`src/core/ssl_pkg.sv`:
```
// shared constants and types for the synthesizer serial load block
package ssl_pkg;
    localparam int WORD_W = 24;
    localparam int SEL_W  = 2;
    // latch select codes in the two lsbs of each word
    localparam logic [1:0] SEL_REF  = 2'h0;
    localparam logic [1:0] SEL_AB   = 2'h1;
    localparam logic [1:0] SEL_FUNC = 2'h2;
    localparam logic [1:0] SEL_INIT = 2'h3;
    // field positions inside function and initialization words
    localparam int HOLD_POS    = 2;
    localparam int PD_REQ_POS  = 3;
    localparam int PD_SYNC_POS = 21;
    localparam int CP_TRI_POS  = 8;
    localparam int CNT_W       = 5;
    localparam logic [WORD_W-1:0] WORD_RST = 24'h000000;
    // settle time after enable rises, kept as a figure in ns
    localparam int SETTLE_NS    = 1000;
    localparam int CLK_NS       = 4;
    localparam int SETTLE_CYC_I = SETTLE_NS / CLK_NS;
    localparam logic [8:0] SETTLE_CYC = SETTLE_CYC_I[8:0];

    typedef struct packed {
        logic sclk;
        logic sdata;
        logic strobe;
        logic chip_en;
    } ssl_pins_s;

    typedef struct packed {
        logic [WORD_W-1:0] ref_latch;
        logic [WORD_W-1:0] ab_latch;
        logic [WORD_W-1:0] func_latch;
        logic [WORD_W-1:0] init_latch;
    } ssl_latches_s;

    function automatic logic [3:0] ssl_sel_decode(logic [1:0] sel);
        ssl_sel_decode = 4'h1 << sel;
    endfunction
endpackage

```
`src/core/ssl_sync.sv`:
```
// two flip-flop synchroniser for a group of pin inputs
`timescale 1ns/100ps
module ssl_sync #(
    parameter int W = 4
) (
    input  wire logic         mclk,
    input  wire logic         resetn,
    input  wire logic [W-1:0] din,
    output logic      [W-1:0] dout
);
    logic [W-1:0] meta_q;
    logic [W-1:0] meta_d;
    logic [W-1:0] sync_q;
    logic [W-1:0] sync_d;

    always_comb begin
        meta_d = din;
        sync_d = meta_q;
    end

    always_ff @(posedge mclk) begin
        if (!resetn) begin
            meta_q <= '0;
            sync_q <= '0;
        end else begin
            meta_q <= meta_d;
            sync_q <= sync_d;
        end
    end

    assign dout = sync_q;
endmodule

```
`src/core/ssl_shift.sv`:
```
// serial input shift register clocked by detected serial clock edges
`timescale 1ns/100ps
module ssl_shift
    import ssl_pkg::*;
(
    input  wire logic              mclk,
    input  wire logic              resetn,
    input  wire logic              shift_en,
    input  wire logic              bit_in,
    output logic      [WORD_W-1:0] word
);
    logic [WORD_W-1:0] sr_q;
    logic [WORD_W-1:0] sr_d;

    always_comb begin
        sr_d = sr_q;
        if (shift_en) begin
            sr_d = {sr_q[WORD_W-2:0], bit_in};
        end
    end

    always_ff @(posedge mclk) begin
        if (!resetn) begin
            sr_q <= WORD_RST;
        end else begin
            sr_q <= sr_d;
        end
    end

    assign word = sr_q;
endmodule

```
`src/core/ssl_top.sv`:
```
// serial latch loading, counter reset pulse and power-down control
`timescale 1ns/100ps

module ssl_top
    import ssl_pkg::*;
(
    input  wire logic                mclk,
    input  wire logic                resetn,
    input  wire logic                serial_clk,
    input  wire logic                serial_data,
    input  wire logic                latch_load_strobe,
    input  wire logic                chip_enable,
    input  wire logic                cp_event,
    output logic      [WORD_W-1:0]   ref_latch,
    output logic      [WORD_W-1:0]   ab_latch,
    output logic      [WORD_W-1:0]   func_latch,
    output logic      [WORD_W-1:0]   init_latch,
    output logic                     counter_reset_pulse,
    output logic                     counters_held,
    output logic                     cp_tristate,
    output logic                     powered_down,
    output logic                     settled,
    output logic                     latch_written
);
    import ssl_pkg::*;

    ssl_pins_s pins_raw;
    ssl_pins_s pins_s;
    logic [WORD_W-1:0] word;
    logic sclk_prev_q;
    logic sclk_prev_d;
    logic strobe_prev_q;
    logic strobe_prev_d;
    logic sclk_rise;
    logic strobe_rise;
    logic [3:0] sel_hot;

    always_comb begin
        pins_raw.sclk    = serial_clk;
        pins_raw.sdata   = serial_data;
        pins_raw.strobe  = latch_load_strobe;
        pins_raw.chip_en = chip_enable;
    end

    // every pin but cp_event crosses from the host's timing through two flops
    ssl_sync #(
        .W ($bits(ssl_pins_s))
    ) u_sync (
        .mclk   (mclk),
        .resetn (resetn),
        .din    (pins_raw),
        .dout   (pins_s)
    );

    // edge detectors look only at synchronised copies
    always_comb begin
        sclk_prev_d   = pins_s.sclk;
        strobe_prev_d = pins_s.strobe;
        sclk_rise     = pins_s.sclk & ~sclk_prev_q;
        strobe_rise   = pins_s.strobe & ~strobe_prev_q;
    end

    always_ff @(posedge mclk) begin
        if (!resetn) begin
            sclk_prev_q   <= 1'b0;
            strobe_prev_q <= 1'b0;
        end else begin
            sclk_prev_q   <= sclk_prev_d;
            strobe_prev_q <= strobe_prev_d;
        end
    end

    // data is sampled at the same synchronised edge, delayed equally
    ssl_shift u_shift (
        .mclk     (mclk),
        .resetn   (resetn),
        .shift_en (sclk_rise),
        .bit_in   (pins_s.sdata),
        .word     (word)
    );

    assign sel_hot = ssl_sel_decode(word[SEL_W-1:0]);

    // latch file: only a strobe rise moves a word
    ssl_latches_s lat_q;
    ssl_latches_s lat_d;
    logic wr_q;
    logic wr_d;

    always_comb begin
        lat_d = lat_q;
        wr_d  = 1'b0;
        // nothing moves unless the strobe has just risen
        if (strobe_rise) begin
            wr_d = 1'b1;
            if (sel_hot[SEL_INIT]) begin
                lat_d.init_latch = word;
                lat_d.func_latch = word;
            end
            if (sel_hot[SEL_FUNC]) begin
                lat_d.func_latch = word;
            end
            if (sel_hot[SEL_REF]) begin
                lat_d.ref_latch = word;
            end
            if (sel_hot[SEL_AB]) begin
                lat_d.ab_latch = word;
            end
        end
    end

    // latches have no clear but reset; enable never touches them
    always_ff @(posedge mclk) begin
        if (!resetn) begin
            lat_q <= '0;
            wr_q  <= 1'b0;
        end else begin
            lat_q <= lat_d;
            wr_q  <= wr_d;
        end
    end

    // counter reset pulse: init write, then the first ab load only
    logic ab_armed_q;
    logic ab_armed_d;
    logic pulse_q;
    logic pulse_d;

    always_comb begin
        ab_armed_d = ab_armed_q;
        pulse_d    = 1'b0;
        if (strobe_rise && sel_hot[SEL_INIT]) begin
            pulse_d    = 1'b1;
            ab_armed_d = 1'b1;
        end
        // a later init write re-arms; other ab loads stay quiet
        if (strobe_rise && sel_hot[SEL_AB] && ab_armed_q) begin
            pulse_d    = 1'b1;
            ab_armed_d = 1'b0;
        end
    end

    always_ff @(posedge mclk) begin
        if (!resetn) begin
            ab_armed_q <= 1'b0;
            pulse_q    <= 1'b0;
        end else begin
            ab_armed_q <= ab_armed_d;
            pulse_q    <= pulse_d;
        end
    end

    // power-down state machine
    typedef enum logic [1:0] {
        PD_RUN,
        PD_WAIT_CP,
        PD_DOWN
    } ssl_pd_e;

    ssl_pd_e pd_q;
    ssl_pd_e pd_d;
    logic pd_req;
    logic pd_sync;
    logic hold;
    logic cp_tri_bit;
    logic pwr_dn;

    // programmed controls are read back from the function latch
    always_comb begin
        pd_req     = lat_q.func_latch[PD_REQ_POS];
        pd_sync    = lat_q.func_latch[PD_SYNC_POS];
        hold       = lat_q.func_latch[HOLD_POS];
        cp_tri_bit = lat_q.func_latch[CP_TRI_POS];
        // enable low overrides every programmed mode
        pwr_dn     = !pins_s.chip_en || (pd_q == PD_DOWN);
    end

    always_comb begin
        pd_d = pd_q;
        case (pd_q)
            PD_RUN: begin
                // only the counter reset pulse (init write or first ab load after it) arms a synchronous power-down
                if (pulse_q && pd_req && pd_sync) begin
                    pd_d = PD_WAIT_CP;
                end else if (pd_req && !pd_sync) begin
                    pd_d = PD_DOWN;
                end
            end
            PD_WAIT_CP: begin
                if (!pd_req) begin
                    pd_d = PD_RUN;
                end else if (cp_event) begin
                    pd_d = PD_DOWN;
                end
            end
            PD_DOWN: begin
                if (!pd_req) begin
                    pd_d = PD_RUN;
                end
            end
            default: pd_d = PD_RUN;
        endcase
    end

    always_ff @(posedge mclk) begin
        if (!resetn) begin
            pd_q <= PD_RUN;
        end else begin
            pd_q <= pd_d;
        end
    end

    // settle counter: 1 us of mclk cycles after power-down ends
    logic [8:0] settle_q;
    logic [8:0] settle_d;

    // counters leave load point together on enable rise
    always_comb begin
        if (pwr_dn) begin
            settle_d = '0;
        end else if (settle_q != SETTLE_CYC) begin
            settle_d = settle_q + 9'h001;
        end else begin
            settle_d = settle_q;
        end
    end

    always_ff @(posedge mclk) begin
        if (!resetn) begin
            settle_q <= '0;
        end else begin
            settle_q <= settle_d;
        end
    end

    // output status flags, each straight from its own flop
    logic held_q;
    logic held_d;
    logic tri_q;
    logic tri_d;
    logic pdo_q;
    logic pdo_d;
    logic set_q;
    logic set_d;

    always_comb begin
        pdo_d  = pwr_dn;
        held_d = pwr_dn || hold || pulse_q;
        tri_d  = held_d || cp_tri_bit;
        set_d  = !pwr_dn && (settle_q == SETTLE_CYC);
    end

    // come out of reset halted and three-stated, as if powered down
    always_ff @(posedge mclk) begin
        if (!resetn) begin
            held_q <= 1'b1;
            tri_q  <= 1'b1;
            pdo_q  <= 1'b1;
            set_q  <= 1'b0;
        end else begin
            held_q <= held_d;
            tri_q  <= tri_d;
            pdo_q  <= pdo_d;
            set_q  <= set_d;
        end
    end

    assign ref_latch           = lat_q.ref_latch;
    assign ab_latch            = lat_q.ab_latch;
    assign func_latch          = lat_q.func_latch;
    assign init_latch          = lat_q.init_latch;
    assign counter_reset_pulse = pulse_q;
    assign counters_held       = held_q;
    assign cp_tristate         = tri_q;
    assign powered_down        = pdo_q;
    assign settled             = set_q;
    assign latch_written       = wr_q;
endmodule

```
`config.mk`:
```
export PLATFORM = sky130hd
export DESIGN_NAME = ssl_top
export DESIGN_NICKNAME = d
export VERILOG_FILES = /design/src/core/ssl_pkg.sv /design/src/core/ssl_sync.sv /design/src/core/ssl_shift.sv /design/src/core/ssl_top.sv
export SDC_FILE = /design/constraint.sdc
export NUM_CORES = 1
export LEC_CHECK = 0
export BUFFER_PORTS_ARGS = -buffer_cell sky130_fd_sc_hd__buf_2
export CAP_MARGIN = 20
export CORE_ASPECT_RATIO = 1.1
export CORE_MARGIN = 3
export CORE_UTILIZATION = 35
export CTS_CLUSTER_SIZE = 24
export DETAILED_ROUTE_END_ITERATION = 7
export HOLD_SLACK_MARGIN = 0.15
export MAX_ROUTING_LAYER = met4
export PLACE_DENSITY = 0.52
export SYNTH_ARGS = -nofsm -noshare
export SYNTH_HDL_FRONTEND = slang
export SYNTH_SLANG_ARGS = --single-unit
```
`constraint.sdc`:
```
create_clock -name mclk -period 1.81 [get_ports mclk]
set_input_delay 0.0905 -clock mclk [delete_from_list [all_inputs] [get_ports mclk]]
set_output_delay 0.0905 -clock mclk [all_outputs]
set_load 0.1 [all_outputs]
```
==> results.toml <==
[routing]
via_count = 4382
route.layer.met1.wl_mm = 6.20
routed_wire_length_per_instance_um = 14.8
detail_route.wirelength_mm = 13.4
highest_layer = "met4"
drt_iter0_drc = 232
routed_length_on_met2_mm = 6.43
wl_met3_um = 565
vias_per_cell = 4.82
drtAntennaViolNets = 0
drtPass1Iterations = 4
drcViolationCount = 0

[grt]
first_global_vias = 4168
grt_pass1_wl_mm = 21.7
antenna_found_initial = 0
global_route.usage.total = 0.162
grt_start_max_net_pins = 52
gr-total-overflow = 0

[logic_synthesis]
syn_nets = 603
synth.yosys.seq_area_share = 0.540
synth.ff_latch_count = 148
syn_area_sq_mm = 0.00549
post_synth.cell_area_avg_sq_um = 9.23
synth.distinct_cells = 40
syn_inst = 594
yosys_warnings = 0

[clock_network]
clock_latency_ns = 0.41
tritoncts_num_sinks = 148
ctsResizeCount = 0
numCtsBuffers = 17
cts_root_buffer = "sky130_fd_sc_hd__clkbuf_16"
cts.clk_slew.worst_paths_ns = 0.06
cts_tree = "done"
cts.path.max_buffers = 2
htreeDepth = 4

[critical_path]
crit_fanout = 46
setup.worst_path.end_class = "register"
required_time_of_the_critical_path_ns = 2.11
worstSetupStartpointType = "register"
crit_type = "reg2reg"
critical_path_arrival_ns = 1.90

[outcome]
outcome = "completed"

[timing]
fin_worst_skew_ns = 0.00975
grt_setup_unrepaired = "false"
maximum_operating_frequency_mhz = 625
max_slew.worst_pin.slew_ns = 0.700
hold_violations = 0
timing.final.crit_share = 0.884
finalWorstSetupSlack_ns = 0.209
final_max_slew_viol_count = 0
setup_total_negative_slack_ns = 0
period_minus_slack_ns = 1.60
slew_headroom = 0.529
report.final.setup_viol = 0

[pwr]
irDropWorstVdd_mv = 0.557
p_per_area_mw_per_mm2 = 1020
static-leakage-power_nw = 2.68

[final_layout]
antenna_cells = 0
num-nets-final = 712
layout_common_cells = "163 x sky130_fd_sc_hd__nand2_1, 148 x sky130_fd_sc_hd__dfxtp_1, 107 x sky130_fd_sc_hd__buf_2, 68 x sky130_fd_sc_hd__a21boi_0, 30 x sky130_fd_sc_hd__nand3_1"
mostFrequentLayoutCell = "sky130_fd_sc_hd__nand2_1"
n_fill_cell = 1494
post_route_cells_drive_above_1_share = 0.283
fin_area_sq_mm = 0.00690
area.growth.synth_to_final_pct = 25.8

[floorplan]
die_w_um = 125
core_area_sq_mm = 0.0152
site_row_count = 47
ios = 109
die_h_um = 137
start_util = 0.360
total_die_area_sq_mm = 0.0172

[place]
hpwlAfterDp_mm = 9.40
numPortBuffers = 108
dpl_cell_area_sq_mm = 0.00622
gp_congestion = 0.778
placement.setup.worst_slack_ns = 0.227

[worst_hold_path]
hold_path_class = "in2reg"

[job]
maxCapViolCount = 0
## critical path, cell delays in order, from the launching register on
cell and delay [ns]:
sky130_fd_sc_hd__dfxtp_1 0.35, sky130_fd_sc_hd__or4b_2 0.66, sky130_fd_sc_hd__buf_12 0.21, sky130_fd_sc_hd__nand3_1 0.15, sky130_fd_sc_hd__o21ai_2 0.05
## Yosys cell counts, drive strengths merged
| master | count | share of area |
|---|---|---|
| nand2 | 163 | 0.11 |
| dfxtp | 148 | 0.54 |
| a21boi | 68 | 0.093 |
| o21ai | 49 | 0.060 |
| nand3 | 48 | 0.060 |
| clkbuf | 28 | 0.019 |
| buf | 19 | 0.028 |
| and2 | 10 | 0.011 |
| a21oi | 7 | 0.0064 |
| nand4 | 5 | 0.0057 |
| nor2 | 5 | 0.0034 |
| or3 | 5 | 0.0057 |
| nor2b | 4 | 0.0046 |
| o21a | 4 | 0.0055 |
| and3 | 3 | 0.0034 |
| inv | 3 | 0.0021 |
| nand2b | 3 | 0.0034 |
| nand4b | 3 | 0.0048 |
| and3b | 2 | 0.0032 |
| ha | 2 | 0.0046 |
| mux2i | 2 | 0.0036 |
| and4b | 1 | 0.0018 |
| mux2 | 1 | 0.0021 |
| nand3b | 1 | 0.0014 |
| nand4bb | 1 | 0.0021 |
| nor3 | 1 | 0.00091 |
| nor4 | 1 | 0.0011 |
| nor4bb | 1 | 0.0018 |
| o22a | 1 | 0.0016 |
| o311ai | 1 | 0.0016 |
| or4 | 1 | 0.0014 |
| or4b | 1 | 0.0018 |
| xnor2 | 1 | 0.0016 |
| xor2 | 1 | 0.0016 |
## metal layers
metal,vias up,global-route usage
met3,15,0.0399
met1,2066,0.193
li1,2212,-
met2,89,0.267
met4,0,0.0614
met5,-,-
## cell type report
class                   instances  area (sq um)  share of cell area
flip-flops and latches        148          2960               0.429
multi-input cells             396          2260               0.327
repair buffers                137           816               0.118
clock buffers                  22           484              0.0702
well taps                     196           245              0.0355
clock inverters                 8           125              0.0181
inverters                       3          11.3             0.00163
## repair_timing
| item | 4_1_cts | 5_1_grt |
|---|---|---|
| hold buffers | 7 | 0 |
| setup buffers | 0 | 0 |
| hold endpoints to repair | 27 | 0 |
## logic make-up after synthesis
logic type	count (synthesis)	share of synthesized area
and+or+nand+nor	259	0.230
DFF	148	0.540
AOI/OAI and AO/OA	130	0.168
buffers and inverters	50	0.0488
muxes	3	0.00570
xor gates and xnor gates	2	0.00319
adders and majority gates	2	0.00456
## stage by stage
| stage | utilization | instances | power, W | hold slack (ns) |
|---|---|---|---|---|
| floorplan | - | 594 | 0.00348 | 0.218 |
| global placement | 0.409 | 873 | 0.00352 | 0.300 |
| detailed placement | 0.409 | 873 | 0.00352 | 0.300 |
| CTS | 0.453 | 910 | 0.00716 | 0.399 |
| global route | 0.453 | 910 | 0.00731 | 0.419 |
| finish | 0.453 | 910 | 0.00707 | 0.420 |
## report_power, final
part / switching, W / internal, W
logic: 0.000117 / 0.0000649
clock network: 0.00131 / 0.00230
registers: 0.00000593 / 0.00327
## final timing paths
path	startpoint	end	slack, ns	depth (start not counted)
hold reg to reg	u_sync.meta_q[0]	u_sync.dout[0]	0.43	1
setup / recovery	strobe_prev_q	ref_latch[23]	0.21	4
setup reg to reg	strobe_prev_q	ref_latch[23]	0.21	4
hold / removal	chip_enable	u_sync.meta_q[0]	0.42	3
## state kept, by name, indices dropped and copies added, names as in the netlist
name                 count
ab_armed_q               1
ab_latch                24
counter_reset_pulse      1
counters_held            1
cp_tristate              1
func_latch              24
init_latch              24
latch_written            1
pd_q                     2
powered_down             1
ref_latch               24
sclk_prev_q              1
settle_q                 9
settled                  1
strobe_prev_q            1
u_shift.word            24
u_sync.dout              4
u_sync.meta_q            4
Power figures use the tool's default switching activity.
